--- src/design/ebp_pkg.sv ---
// Shared constants and carrier types for the external bus and port pins
package ebp_pkg;
  // ==========================================================
  // Clocking
  // ==========================================================
  localparam int CLK_PERIOD_NS = 4;
  // One crystal period spans two clk cycles (two half phases)
  localparam int XTAL_PERIOD_NS = 8;
  localparam int HALF_NS = XTAL_PERIOD_NS / 2;
  localparam int HALF_CYCLES = (HALF_NS + CLK_PERIOD_NS - 1) / CLK_PERIOD_NS;
  // Crystal periods per machine cycle
  localparam int MC_XTAL_FAST = 4;
  localparam int MC_XTAL_SLOW_A = 64;
  localparam int MC_XTAL_SLOW_B = 1024;
  localparam logic [11:0] MC_HALVES_FAST = 12'(2 * MC_XTAL_FAST);
  localparam logic [11:0] MC_HALVES_SLOW_A = 12'(2 * MC_XTAL_SLOW_A);
  localparam logic [11:0] MC_HALVES_SLOW_B = 12'(2 * MC_XTAL_SLOW_B);
  // Latch strobe high time, counted in half crystal periods (1.5 periods)
  localparam logic [11:0] ALE_HIGH_HALVES = 12'h003;
  // Program strobe / data strobe window within a fast machine cycle
  localparam logic [11:0] STROBE_FIRST_HALF = 12'h004;
  localparam logic [11:0] STROBE_LAST_HALF = 12'h006;
  // Strong pull-high transition driver on time, in half periods
  localparam logic [1:0] TRANS_HALVES = 2'h2;
  // Reset values
  localparam logic [7:0] PORT_RESET = 8'hFF;
  localparam int POR_CYCLES_DEFAULT = 16;
  // Port 1 alternate bit positions
  localparam int P1_TIMER_IO = 0;
  localparam int P1_TIMER_TRIG = 1;
  localparam int P1_SERIAL_RX = 2;
  localparam int P1_SERIAL_TX = 3;
  localparam int P1_INT_BASE = 4;

  typedef enum logic [1:0] {ACC_NONE, ACC_CODE, ACC_READ, ACC_WRITE} ebp_acc_t;

  // External access request from the core
  typedef struct packed {
    logic valid;
    ebp_acc_t kind;
    logic [15:0] addr;
    logic [7:0] wdata;
  } ebp_ext_req_t;

  // Drive of one 8-bit pin group
  typedef struct packed {
    logic [7:0] level;
    logic [7:0] oe;
  } ebp_port_drv_t;
endpackage

--- src/design/ebp_pins.sv ---
// External memory bus, port 0/1 pin logic, reset and machine-cycle timing
`timescale 1ns/1ns
module ebp_pins
  import ebp_pkg::*;
#(
  parameter int POR_CYCLES = POR_CYCLES_DEFAULT
)
(
  input wire logic clk,
  input wire logic sys_rst,
  input wire logic reset_pin,
  input wire logic power_management_mode,
  input wire logic slowest_rate,
  input wire logic reduced_emission,
  input wire logic latch_strobe_off_bit,
  input wire ebp_ext_req_t ext_req,
  output logic ext_ready,
  output logic ext_done,
  output logic [7:0] ext_rdata,
  input wire logic port0_wr,
  input wire logic port1_wr,
  input wire logic [7:0] port_wdata,
  output logic [7:0] port1_read,
  input wire logic timer_two_io_out,
  input wire logic second_serial_transmit,
  output logic timer_two_io,
  output logic timer_two_capture_trigger,
  output logic second_serial_receive,
  output logic [3:0] ext_int_pending,
  input wire logic [3:0] ext_int_clear,
  output logic machine_tick,
  output logic core_reset,
  output logic address_latch_strobe,
  output logic program_store_strobe_n,
  output logic ext_read_strobe_n,
  output logic ext_write_strobe_n,
  output logic [7:0] port2_addr,
  output logic port2_addr_en,
  input wire logic [7:0] low_address_data_bus_in,
  output logic [7:0] low_address_data_bus_out,
  output logic [7:0] low_address_data_bus_oe,
  input wire logic [7:0] port1_in,
  output logic [7:0] port1_out,
  output logic [7:0] port1_oe,
  output logic [7:0] port1_weak_pullup
);

  // ==========================================================
  // Input synchronisers
  // ==========================================================
  logic [1:0] rst_pin_sync;
  logic [7:0] p0_meta;
  logic [7:0] p0_sync;
  logic [7:0] p1_meta;
  logic [7:0] p1_sync;
  logic [7:0] p1_prev;

  // Two flops on every pin input before any logic looks at it
  always_ff @(posedge clk or posedge sys_rst)
  begin
    if (sys_rst)
    begin
      rst_pin_sync <= 2'h0;
      p0_meta <= 8'hFF;
      p0_sync <= 8'hFF;
      p1_meta <= 8'hFF;
      p1_sync <= 8'hFF;
      p1_prev <= 8'hFF;
    end
    else
    begin
      rst_pin_sync <= {rst_pin_sync[0], reset_pin};
      p0_meta <= low_address_data_bus_in;
      p0_sync <= p0_meta;
      p1_meta <= port1_in;
      p1_sync <= p1_meta;
      p1_prev <= p1_sync;
    end
  end

  // ==========================================================
  // Reset: pin level plus internal power-up stretch
  // ==========================================================
  localparam int POR_W = $clog2(POR_CYCLES + 1);
  logic [POR_W-1:0] por_cnt;

  // Power-up reset so no external RC network is needed
  always_ff @(posedge clk or posedge sys_rst)
  begin
    if (sys_rst)
      por_cnt <= '0;
    else if (por_cnt != POR_W'(POR_CYCLES))
      por_cnt <= por_cnt + POR_W'(1);
  end

  // High pin level resets; pin pulldown lives in the pad
  always_ff @(posedge clk or posedge sys_rst)
  begin
    if (sys_rst)
      core_reset <= 1'b1;
    else
      core_reset <= rst_pin_sync[1] || (por_cnt != POR_W'(POR_CYCLES));
  end

  // ==========================================================
  // Machine cycle timing
  // ==========================================================
  logic [11:0] half_cnt;
  logic [11:0] mc_halves;
  logic [HALF_CYCLES-1:0] half_div;
  logic half_en;
  logic mc_last;

  // One clk per half crystal period at this rate; divider kept general
  always_ff @(posedge clk or posedge sys_rst)
  begin
    if (sys_rst)
      half_div <= '0;
    else
      half_div <= (half_div == HALF_CYCLES'(HALF_CYCLES - 1)) ?
        '0 : half_div + HALF_CYCLES'(1);
  end

  assign half_en = (half_div == HALF_CYCLES'(HALF_CYCLES - 1));
  assign mc_last = half_en && (half_cnt == mc_halves - 12'h001);
  assign machine_tick = mc_last;

  // Cycle length only changes on a boundary, so no cycle is cut short
  always_ff @(posedge clk or posedge sys_rst)
  begin
    if (sys_rst)
      mc_halves <= MC_HALVES_FAST;
    else if (core_reset)
      mc_halves <= MC_HALVES_FAST;
    else if (mc_last)
    begin
      if (!power_management_mode)
        mc_halves <= MC_HALVES_FAST;
      else if (slowest_rate)
        mc_halves <= MC_HALVES_SLOW_B;
      else
        mc_halves <= MC_HALVES_SLOW_A;
    end
  end

  // Half-period position within the machine cycle
  always_ff @(posedge clk or posedge sys_rst)
  begin
    if (sys_rst)
      half_cnt <= 12'h000;
    else if (core_reset)
      half_cnt <= 12'h000;
    else if (mc_last)
      half_cnt <= 12'h000;
    else if (half_en)
      half_cnt <= half_cnt + 12'h001;
  end

  // ==========================================================
  // External access sequencing
  // ==========================================================
  ebp_acc_t acc_kind;
  logic [15:0] acc_addr;
  logic [7:0] acc_wdata;
  logic acc_active;
  logic in_ale;
  logic in_strobe;

  // Requests are taken only at a cycle boundary and run the next cycle
  assign ext_ready = mc_last && !core_reset;
  assign acc_active = (acc_kind != ACC_NONE);
  assign in_ale = (half_cnt < ALE_HIGH_HALVES);
  assign in_strobe = (half_cnt >= STROBE_FIRST_HALF) &&
    (half_cnt <= STROBE_LAST_HALF);

  always_ff @(posedge clk or posedge sys_rst)
  begin
    if (sys_rst)
    begin
      acc_kind <= ACC_NONE;
      acc_addr <= 16'h0000;
      acc_wdata <= 8'h00;
    end
    else if (core_reset)
      acc_kind <= ACC_NONE;
    else if (mc_last)
    begin
      acc_kind <= ext_req.valid ? ext_req.kind : ACC_NONE;
      acc_addr <= ext_req.addr;
      acc_wdata <= ext_req.wdata;
    end
  end

  // Read data taken at cycle end from synchronised pins
  always_ff @(posedge clk or posedge sys_rst)
  begin
    if (sys_rst)
    begin
      ext_done <= 1'b0;
      ext_rdata <= 8'h00;
    end
    else
    begin
      ext_done <= mc_last && acc_active && !core_reset;
      if (mc_last && (acc_kind == ACC_CODE || acc_kind == ACC_READ))
        ext_rdata <= p0_sync;
    end
  end

  // ==========================================================
  // Bus strobes
  // ==========================================================
  // Registered so the pins never glitch between states
  always_ff @(posedge clk or posedge sys_rst)
  begin
    if (sys_rst)
    begin
      address_latch_strobe <= 1'b1;
      program_store_strobe_n <= 1'b1;
      ext_read_strobe_n <= 1'b1;
      ext_write_strobe_n <= 1'b1;
    end
    else if (core_reset)
    begin
      address_latch_strobe <= 1'b1;
      program_store_strobe_n <= 1'b1;
      ext_read_strobe_n <= 1'b1;
      ext_write_strobe_n <= 1'b1;
    end
    else
    begin
      if (acc_active)
        address_latch_strobe <= in_ale;
      else if (latch_strobe_off_bit || reduced_emission)
        address_latch_strobe <= 1'b1;
      else
        address_latch_strobe <= in_ale;
      program_store_strobe_n <= !(acc_kind == ACC_CODE && in_strobe);
      ext_read_strobe_n <= !(acc_kind == ACC_READ && in_strobe);
      ext_write_strobe_n <= !(acc_kind == ACC_WRITE && in_strobe);
    end
  end

  // ==========================================================
  // Port 0: address/data bus or open-drain port
  // ==========================================================
  logic [7:0] p0_latch;
  ebp_port_drv_t p0_drv;

  always_ff @(posedge clk or posedge sys_rst)
  begin
    if (sys_rst)
      p0_latch <= PORT_RESET;
    else if (core_reset)
      p0_latch <= PORT_RESET;
    else if (port0_wr)
      p0_latch <= port_wdata;
  end

  // Bus phase first, then general open-drain use
  always_ff @(posedge clk or posedge sys_rst)
  begin
    if (sys_rst)
      p0_drv <= '{level: 8'h00, oe: 8'h00};
    else if (core_reset)
      p0_drv <= '{level: 8'h00, oe: 8'h00};
    else if (acc_active && in_ale)
      p0_drv <= '{level: acc_addr[7:0], oe: 8'hFF};
    else if (acc_kind == ACC_WRITE)
      p0_drv <= '{level: acc_wdata, oe: 8'hFF};
    else if (acc_active)
      p0_drv <= '{level: 8'h00, oe: 8'h00};
    else
      p0_drv <= '{level: 8'h00, oe: ~p0_latch};
  end

  assign low_address_data_bus_out = p0_drv.level;
  assign low_address_data_bus_oe = p0_drv.oe;

  // ==========================================================
  // Port 2: high address byte
  // ==========================================================
  always_ff @(posedge clk or posedge sys_rst)
  begin
    if (sys_rst)
    begin
      port2_addr <= 8'hFF;
      port2_addr_en <= 1'b0;
    end
    else
    begin
      port2_addr <= acc_active ? acc_addr[15:8] : 8'hFF;
      port2_addr_en <= acc_active && !core_reset;
    end
  end

  // ==========================================================
  // Port 1: quasi-bidirectional drivers
  // ==========================================================
  logic [7:0] p1_latch;
  logic [7:0] p1_eff;
  logic [7:0] p1_rise;
  logic [1:0] trans_cnt [8];
  logic [7:0] trans_on;
  ebp_port_drv_t p1_drv;

  always_ff @(posedge clk or posedge sys_rst)
  begin
    if (sys_rst)
      p1_latch <= PORT_RESET;
    else if (core_reset)
      p1_latch <= PORT_RESET;
    else if (port1_wr)
      p1_latch <= port_wdata;
  end

  // Transmit and timer outputs pull low through the same driver
  always_comb
  begin
    p1_eff = p1_latch;
    p1_eff[P1_TIMER_IO] = p1_latch[P1_TIMER_IO] & timer_two_io_out;
    p1_eff[P1_SERIAL_TX] = p1_latch[P1_SERIAL_TX] &
      second_serial_transmit;
  end

  // Rising of the effective level arms the transition driver
  always_ff @(posedge clk or posedge sys_rst)
  begin
    if (sys_rst)
      p1_rise <= PORT_RESET;
    else
      p1_rise <= p1_eff;
  end

  // Strong pull-high lasts one crystal period, then weak pullup holds
  for (genvar i = 0; i < 8; i++)
  begin : g_trans
    always_ff @(posedge clk or posedge sys_rst)
    begin
      if (sys_rst)
        trans_cnt[i] <= 2'h0;
      else if (core_reset)
        trans_cnt[i] <= 2'h0;
      else if (p1_eff[i] && !p1_rise[i])
        trans_cnt[i] <= TRANS_HALVES;
      else if (half_en && trans_cnt[i] != 2'h0)
        trans_cnt[i] <= trans_cnt[i] - 2'h1;
    end
    assign trans_on[i] = (trans_cnt[i] != 2'h0);
  end

  always_ff @(posedge clk or posedge sys_rst)
  begin
    if (sys_rst)
      p1_drv <= '{level: 8'h00, oe: 8'h00};
    else
      p1_drv <= '{level: trans_on, oe: ~p1_eff | trans_on};
  end

  assign port1_out = p1_drv.level;
  assign port1_oe = p1_drv.oe;
  assign port1_weak_pullup = ~p1_drv.oe;

  // ==========================================================
  // Port 1 reads and alternate inputs
  // ==========================================================
  // Sampled once per machine cycle so a read sees a stable value
  always_ff @(posedge clk or posedge sys_rst)
  begin
    if (sys_rst)
      port1_read <= 8'hFF;
    else if (mc_last)
      port1_read <= p1_sync;
  end

  always_ff @(posedge clk or posedge sys_rst)
  begin
    if (sys_rst)
    begin
      timer_two_io <= 1'b1;
      timer_two_capture_trigger <= 1'b1;
      second_serial_receive <= 1'b1;
    end
    else
    begin
      timer_two_io <= p1_sync[P1_TIMER_IO];
      timer_two_capture_trigger <= p1_sync[P1_TIMER_TRIG];
      second_serial_receive <= p1_sync[P1_SERIAL_RX];
    end
  end

  // ==========================================================
  // Edge interrupts on port 1 bits 4-7
  // ==========================================================
  logic [3:0] int_now;
  logic [3:0] int_was;
  logic [3:0] int_edge;

  assign int_now = p1_sync[P1_INT_BASE +: 4];
  assign int_was = p1_prev[P1_INT_BASE +: 4];
  // Even inputs rising, odd inputs falling
  assign int_edge = {int_was[3] & ~int_now[3], ~int_was[2] & int_now[2],
    int_was[1] & ~int_now[1], ~int_was[0] & int_now[0]};

  // Set beats clear so an edge in the clearing cycle survives
  always_ff @(posedge clk or posedge sys_rst)
  begin
    if (sys_rst)
      ext_int_pending <= 4'h0;
    else if (core_reset)
      ext_int_pending <= 4'h0;
    else
      ext_int_pending <= (ext_int_pending & ~ext_int_clear) | int_edge;
  end

endmodule

--- config.mk ---
export PLATFORM = sky130hd
export DESIGN_NAME = ebp_pins
export DESIGN_NICKNAME = d
export VERILOG_FILES = /design/src/design/ebp_pkg.sv /design/src/design/ebp_pins.sv
export SDC_FILE = /design/constraint.sdc
export NUM_CORES = 1
export LEC_CHECK = 0
export CELL_PAD_IN_SITES_DETAIL_PLACEMENT = 1
export CELL_PAD_IN_SITES_GLOBAL_PLACEMENT = 1
export CORE_ASPECT_RATIO = 1.2
export CORE_MARGIN = 5
export CORE_UTILIZATION = 46
export DETAILED_ROUTE_END_ITERATION = 8
export DONT_BUFFER_PORTS = 1
export PLACE_DENSITY = 0.73
export SLEW_MARGIN = 30
export SYNTH_ARGS = -nofsm -noshare
export SYNTH_HDL_FRONTEND = slang
export SYNTH_SLANG_ARGS = --single-unit
--- constraint.sdc ---
create_clock -name clk -period 5.8 [get_ports clk]
set_clock_uncertainty 0.05 [all_clocks]
set_input_delay 0.29 -clock clk [delete_from_list [all_inputs] [get_ports clk]]
set_output_delay 0.29 -clock clk [all_outputs]
set_load 0.05 [all_outputs]
==> results by group <==
Job
  – Number of max-cap violations: 0

STA
  – # setup viols final: 0
  – Post-route setup TNS: 0 ps
  – F_max: 306.4 MHz
  – Worst-margin pin slew: 1036 ps
  – RSZ-0062 raised after global routing: false
  – Slew HR: 30.70%
  – Fin crit share: 56.27%
  – Fin worst setup slack: 2537 ps
  – Min Tclk post-route: 3263 ps
  – Max Slew Vio Count: 0
  – Final Hold Vio Count: 0

Die
  – Core area: 16270 sq um
  – I/O pins: 146
  – Chip width: 127.6 um
  – Die area: 19270 sq um
  – Starting Density: 46.89%
  – Placement Rows: 51
  – Die Span Y: 151.1 um

Setup path
  – Reg-to-reg setup timing slack: 3010 ps
  – Reg2Reg Launch Point: half_cnt[6]
  – Critical path fanouts, max: 7
  – CP startpoint: mc_halves[3]
  – Crit start category: register
  – Worst r2r path cells: 4
  – R2R Path End: low_address_data_bus_out[4]
  – Critical Path End: ext_ready
  – Critical path capture point type: output pin
  – CP arrival: 2920 ps
  – Setup CP Type: register to output pin
  – Critical Path RT: 5460 ps

Logic synthesis
  – Unique masters post-synth: 48
  – Mapped Cells: 559
  – Syn_nets: 642
  – Adder-cell share of the synthesized area: 2.788%
  – Post-synth ARST share: 100.0%
  – Area share of xor/xnor cells in the synthesized design: 2.640%
  – Syn Area/Cell: 13.65 sq um
  – Synthesis Warnings: 0
  – Synth Area in Compound Gates: 6.445%
  – Post-synthesis sequential area ratio: 65.02%
  – Synth top area share: 35.75%
  – Mux contribution to synthesized area: 8.101%
  – Prevailing post-synth register cell: dfrtp_1
  – Cell taking the most area after synthesis: dfrtp_1
  – Post-synth EDFFs: 0
  – Synth top area cells: dfrtp_1, dfstp_2, mux2_4
  – Simple-gate portion of the synthesized area: 10.30%
  – Cell area after synthesis: 7630 sq um
  – Largest family of logic cells by synthesized area: simple AND/OR/NAND/NOR gates
  – Flops & latches, synth: 194

GRT
  – Largest net degree at the start of global routing: 114
  – First-pass GRT wire length: 27410 um
  – GR Util All Layers: 18.48%
  – Vias in the first global route: 5020
  – Initial antenna violation count: 0
  – Remaining global-route overflow: 0

Pwr
  – Pwr/cell area: 399.9 nW/um^2
  – Leakage: 4.006 nW
  – Net Sw Frac: 33.14%
  – Max VDD drop: 0.2223 mV
  – Clock share of power: 34.4%
  – Comb power frac: 14.7%
  – Pint: 0.002429 W
  – Share of power burned in registers: 50.9%
  – Net Switching: 0.001204 W

CTS
  – Total CTS buffers: 17
  – Setup bufs post-CTS: 0
  – Root Buffer: clkbuf_16
  – Clock transition at path regs: 70 ps
  – Clock Path Buffers: 2
  – Skew-Pair Late Insertion Delay: 440 ps
  – CTS H-tree lvls: 4
  – CTS tree: done
  – Clock Sinks: 194

Route
  – Wire length per cell: 20.18 um
  – DR iter-0 viols: 188
  – WL final: 17130 um
  – DRT Pass-1 Iters: 4
  – Via Count: 4469
  – Post-route ant nets: 0
  – Vias per cell: 5.264
  – Residual DRC: 0

Place
  – GP Congestion: 0.8248
  – Area after DPL: 7765 sq um
  – Post-placement setup slack: 3012 ps
  – PortBufs: 0
  – DP HPWL: 10180 um

Layout
  – Area grow syn2layout: 19.09%
  – Fill cell count: 1584
  – Largest registers: acc_addr x16, trans_cnt x16, half_cnt x12
  – Final antenna diode count: 0
  – Layout cells sized above 1: 28.26%
  – Finished Cell Area: 9086 sq um
  – Layout net count: 707

Hold path
  – Worst hold path type: input port to register

Status
  – Status: completed
==> Yosys cell counts (all sizes together) (6+ instances only) <==
library cell / n
dfrtp: 109
or2: 8
o41ai: 8
nand2b: 18
a211o: 16
xor2: 13
buf: 6
mux2i: 7
mux2: 42
dfstp: 85
clkbuf: 19
nand4: 8
nand3: 8
nand2: 16
nor2b: 26
inv: 52
a21oi: 14
nor2: 14
nor3: 21
xnor2: 10
o211ai: 8
ha: 17
==> metrics by stage <==
stage | util, % | hold WS (ps) | std cells | total power (W)
2_1_floorplan | - | 244.5 | 559 | 0.002257
3_3_place_gp | 47.72 | 244.6 | 749 | 0.002314
3_5_place_dp | 47.72 | 244.6 | 749 | 0.002368
4_1_cts | 55.82 | 21.63 | 849 | 0.003670
5_1_grt | 55.84 | 38.70 | 849 | 0.003805
6_report | 55.84 | 41.48 | 849 | 0.003634
==> power groups by stage <==
stage	sequential, W	clock (W)	combinational (W)
6_report	0.00185	0.00125	0.000533
5_1_grt	0.00187	0.00134	0.000593
4_1_cts	0.00185	0.00127	0.000540
3_5_place_dp	0.00188	0	0.000491
3_3_place_gp	0.00186	0	0.000449
2_1_floorplan	0.00184	0	0.000421
==> kinds of logic after synthesis <==
family / count (synthesis)
flip-flops: 194
AND/OR/NAND/NOR: 137
buffers and inverters: 77
AO/OA/AOI/OAI: 62
multiplexers: 49
XOR/XNOR: 23
adder cells (fa/ha/maj): 17
==> layout make-up <==
type	instances	area, sq um	share of cell area (%)
clock buffer	20	478.0	5.260
clock inverter	12	158.9	1.749
inverter	52	202.7	2.231
multi-input combinational	288	2310	25.42
sequential	194	4965	54.64
tap	212	265.3	2.919
timing repair buffer	71	706.9	7.780
==> cells in the final DEF (no fill, tap or decap), drive strengths merged, types with 10 or more instances in the layout <==
cell / instances
clkbuf: 20
xnor2: 10
xor2: 13
inv: 59
dfrtp: 109
a21oi: 14
nor3: 21
nand2: 16
a211o: 16
nor2b: 26
dlygate4sd3: 68
nand2b: 18
dfstp: 85
nor2: 14
ha: 17
mux2: 42
==> worst min path at each step <==
| stage | from | to | cells after the start |
|---|---|---|---|
| floorplan | low_address_data_bus_in[0] | p0_meta[0] | 0 |
| global placement | port1_in[6] | p1_meta[6] | 0 |
| detailed placement | port1_in[4] | p1_meta[4] | 0 |
| CTS | port1_wr | p1_latch[2] | 2 |
| global route | port1_wr | p1_latch[4] | 2 |
| finish | port1_wr | p1_latch[1] | 2 |
==> metal layers <==
metal,share of wire [%],up-vias,GRT usage (%)
met3,5.6,25,5.397
met1,38,2322,21.37
met5,0,-,0
met4,2.4,0,7.135
li1,-,2001,-
met2,54,121,32.35
==> critical path, cell delays in order (launching register included) <==
cell	delay (ps)
dfstp_2	560
inv_1	50
ha_1	220
or3_4	340
a211oi_4	340
nand3_1	180
nor2_1	810
==> repair_timing <==
action,in CTS,in global routing
gates resized for setup,0,0
hold endpoints to repair,119,0
hold buffers,68,0
(Power assumes the default switching activity.)
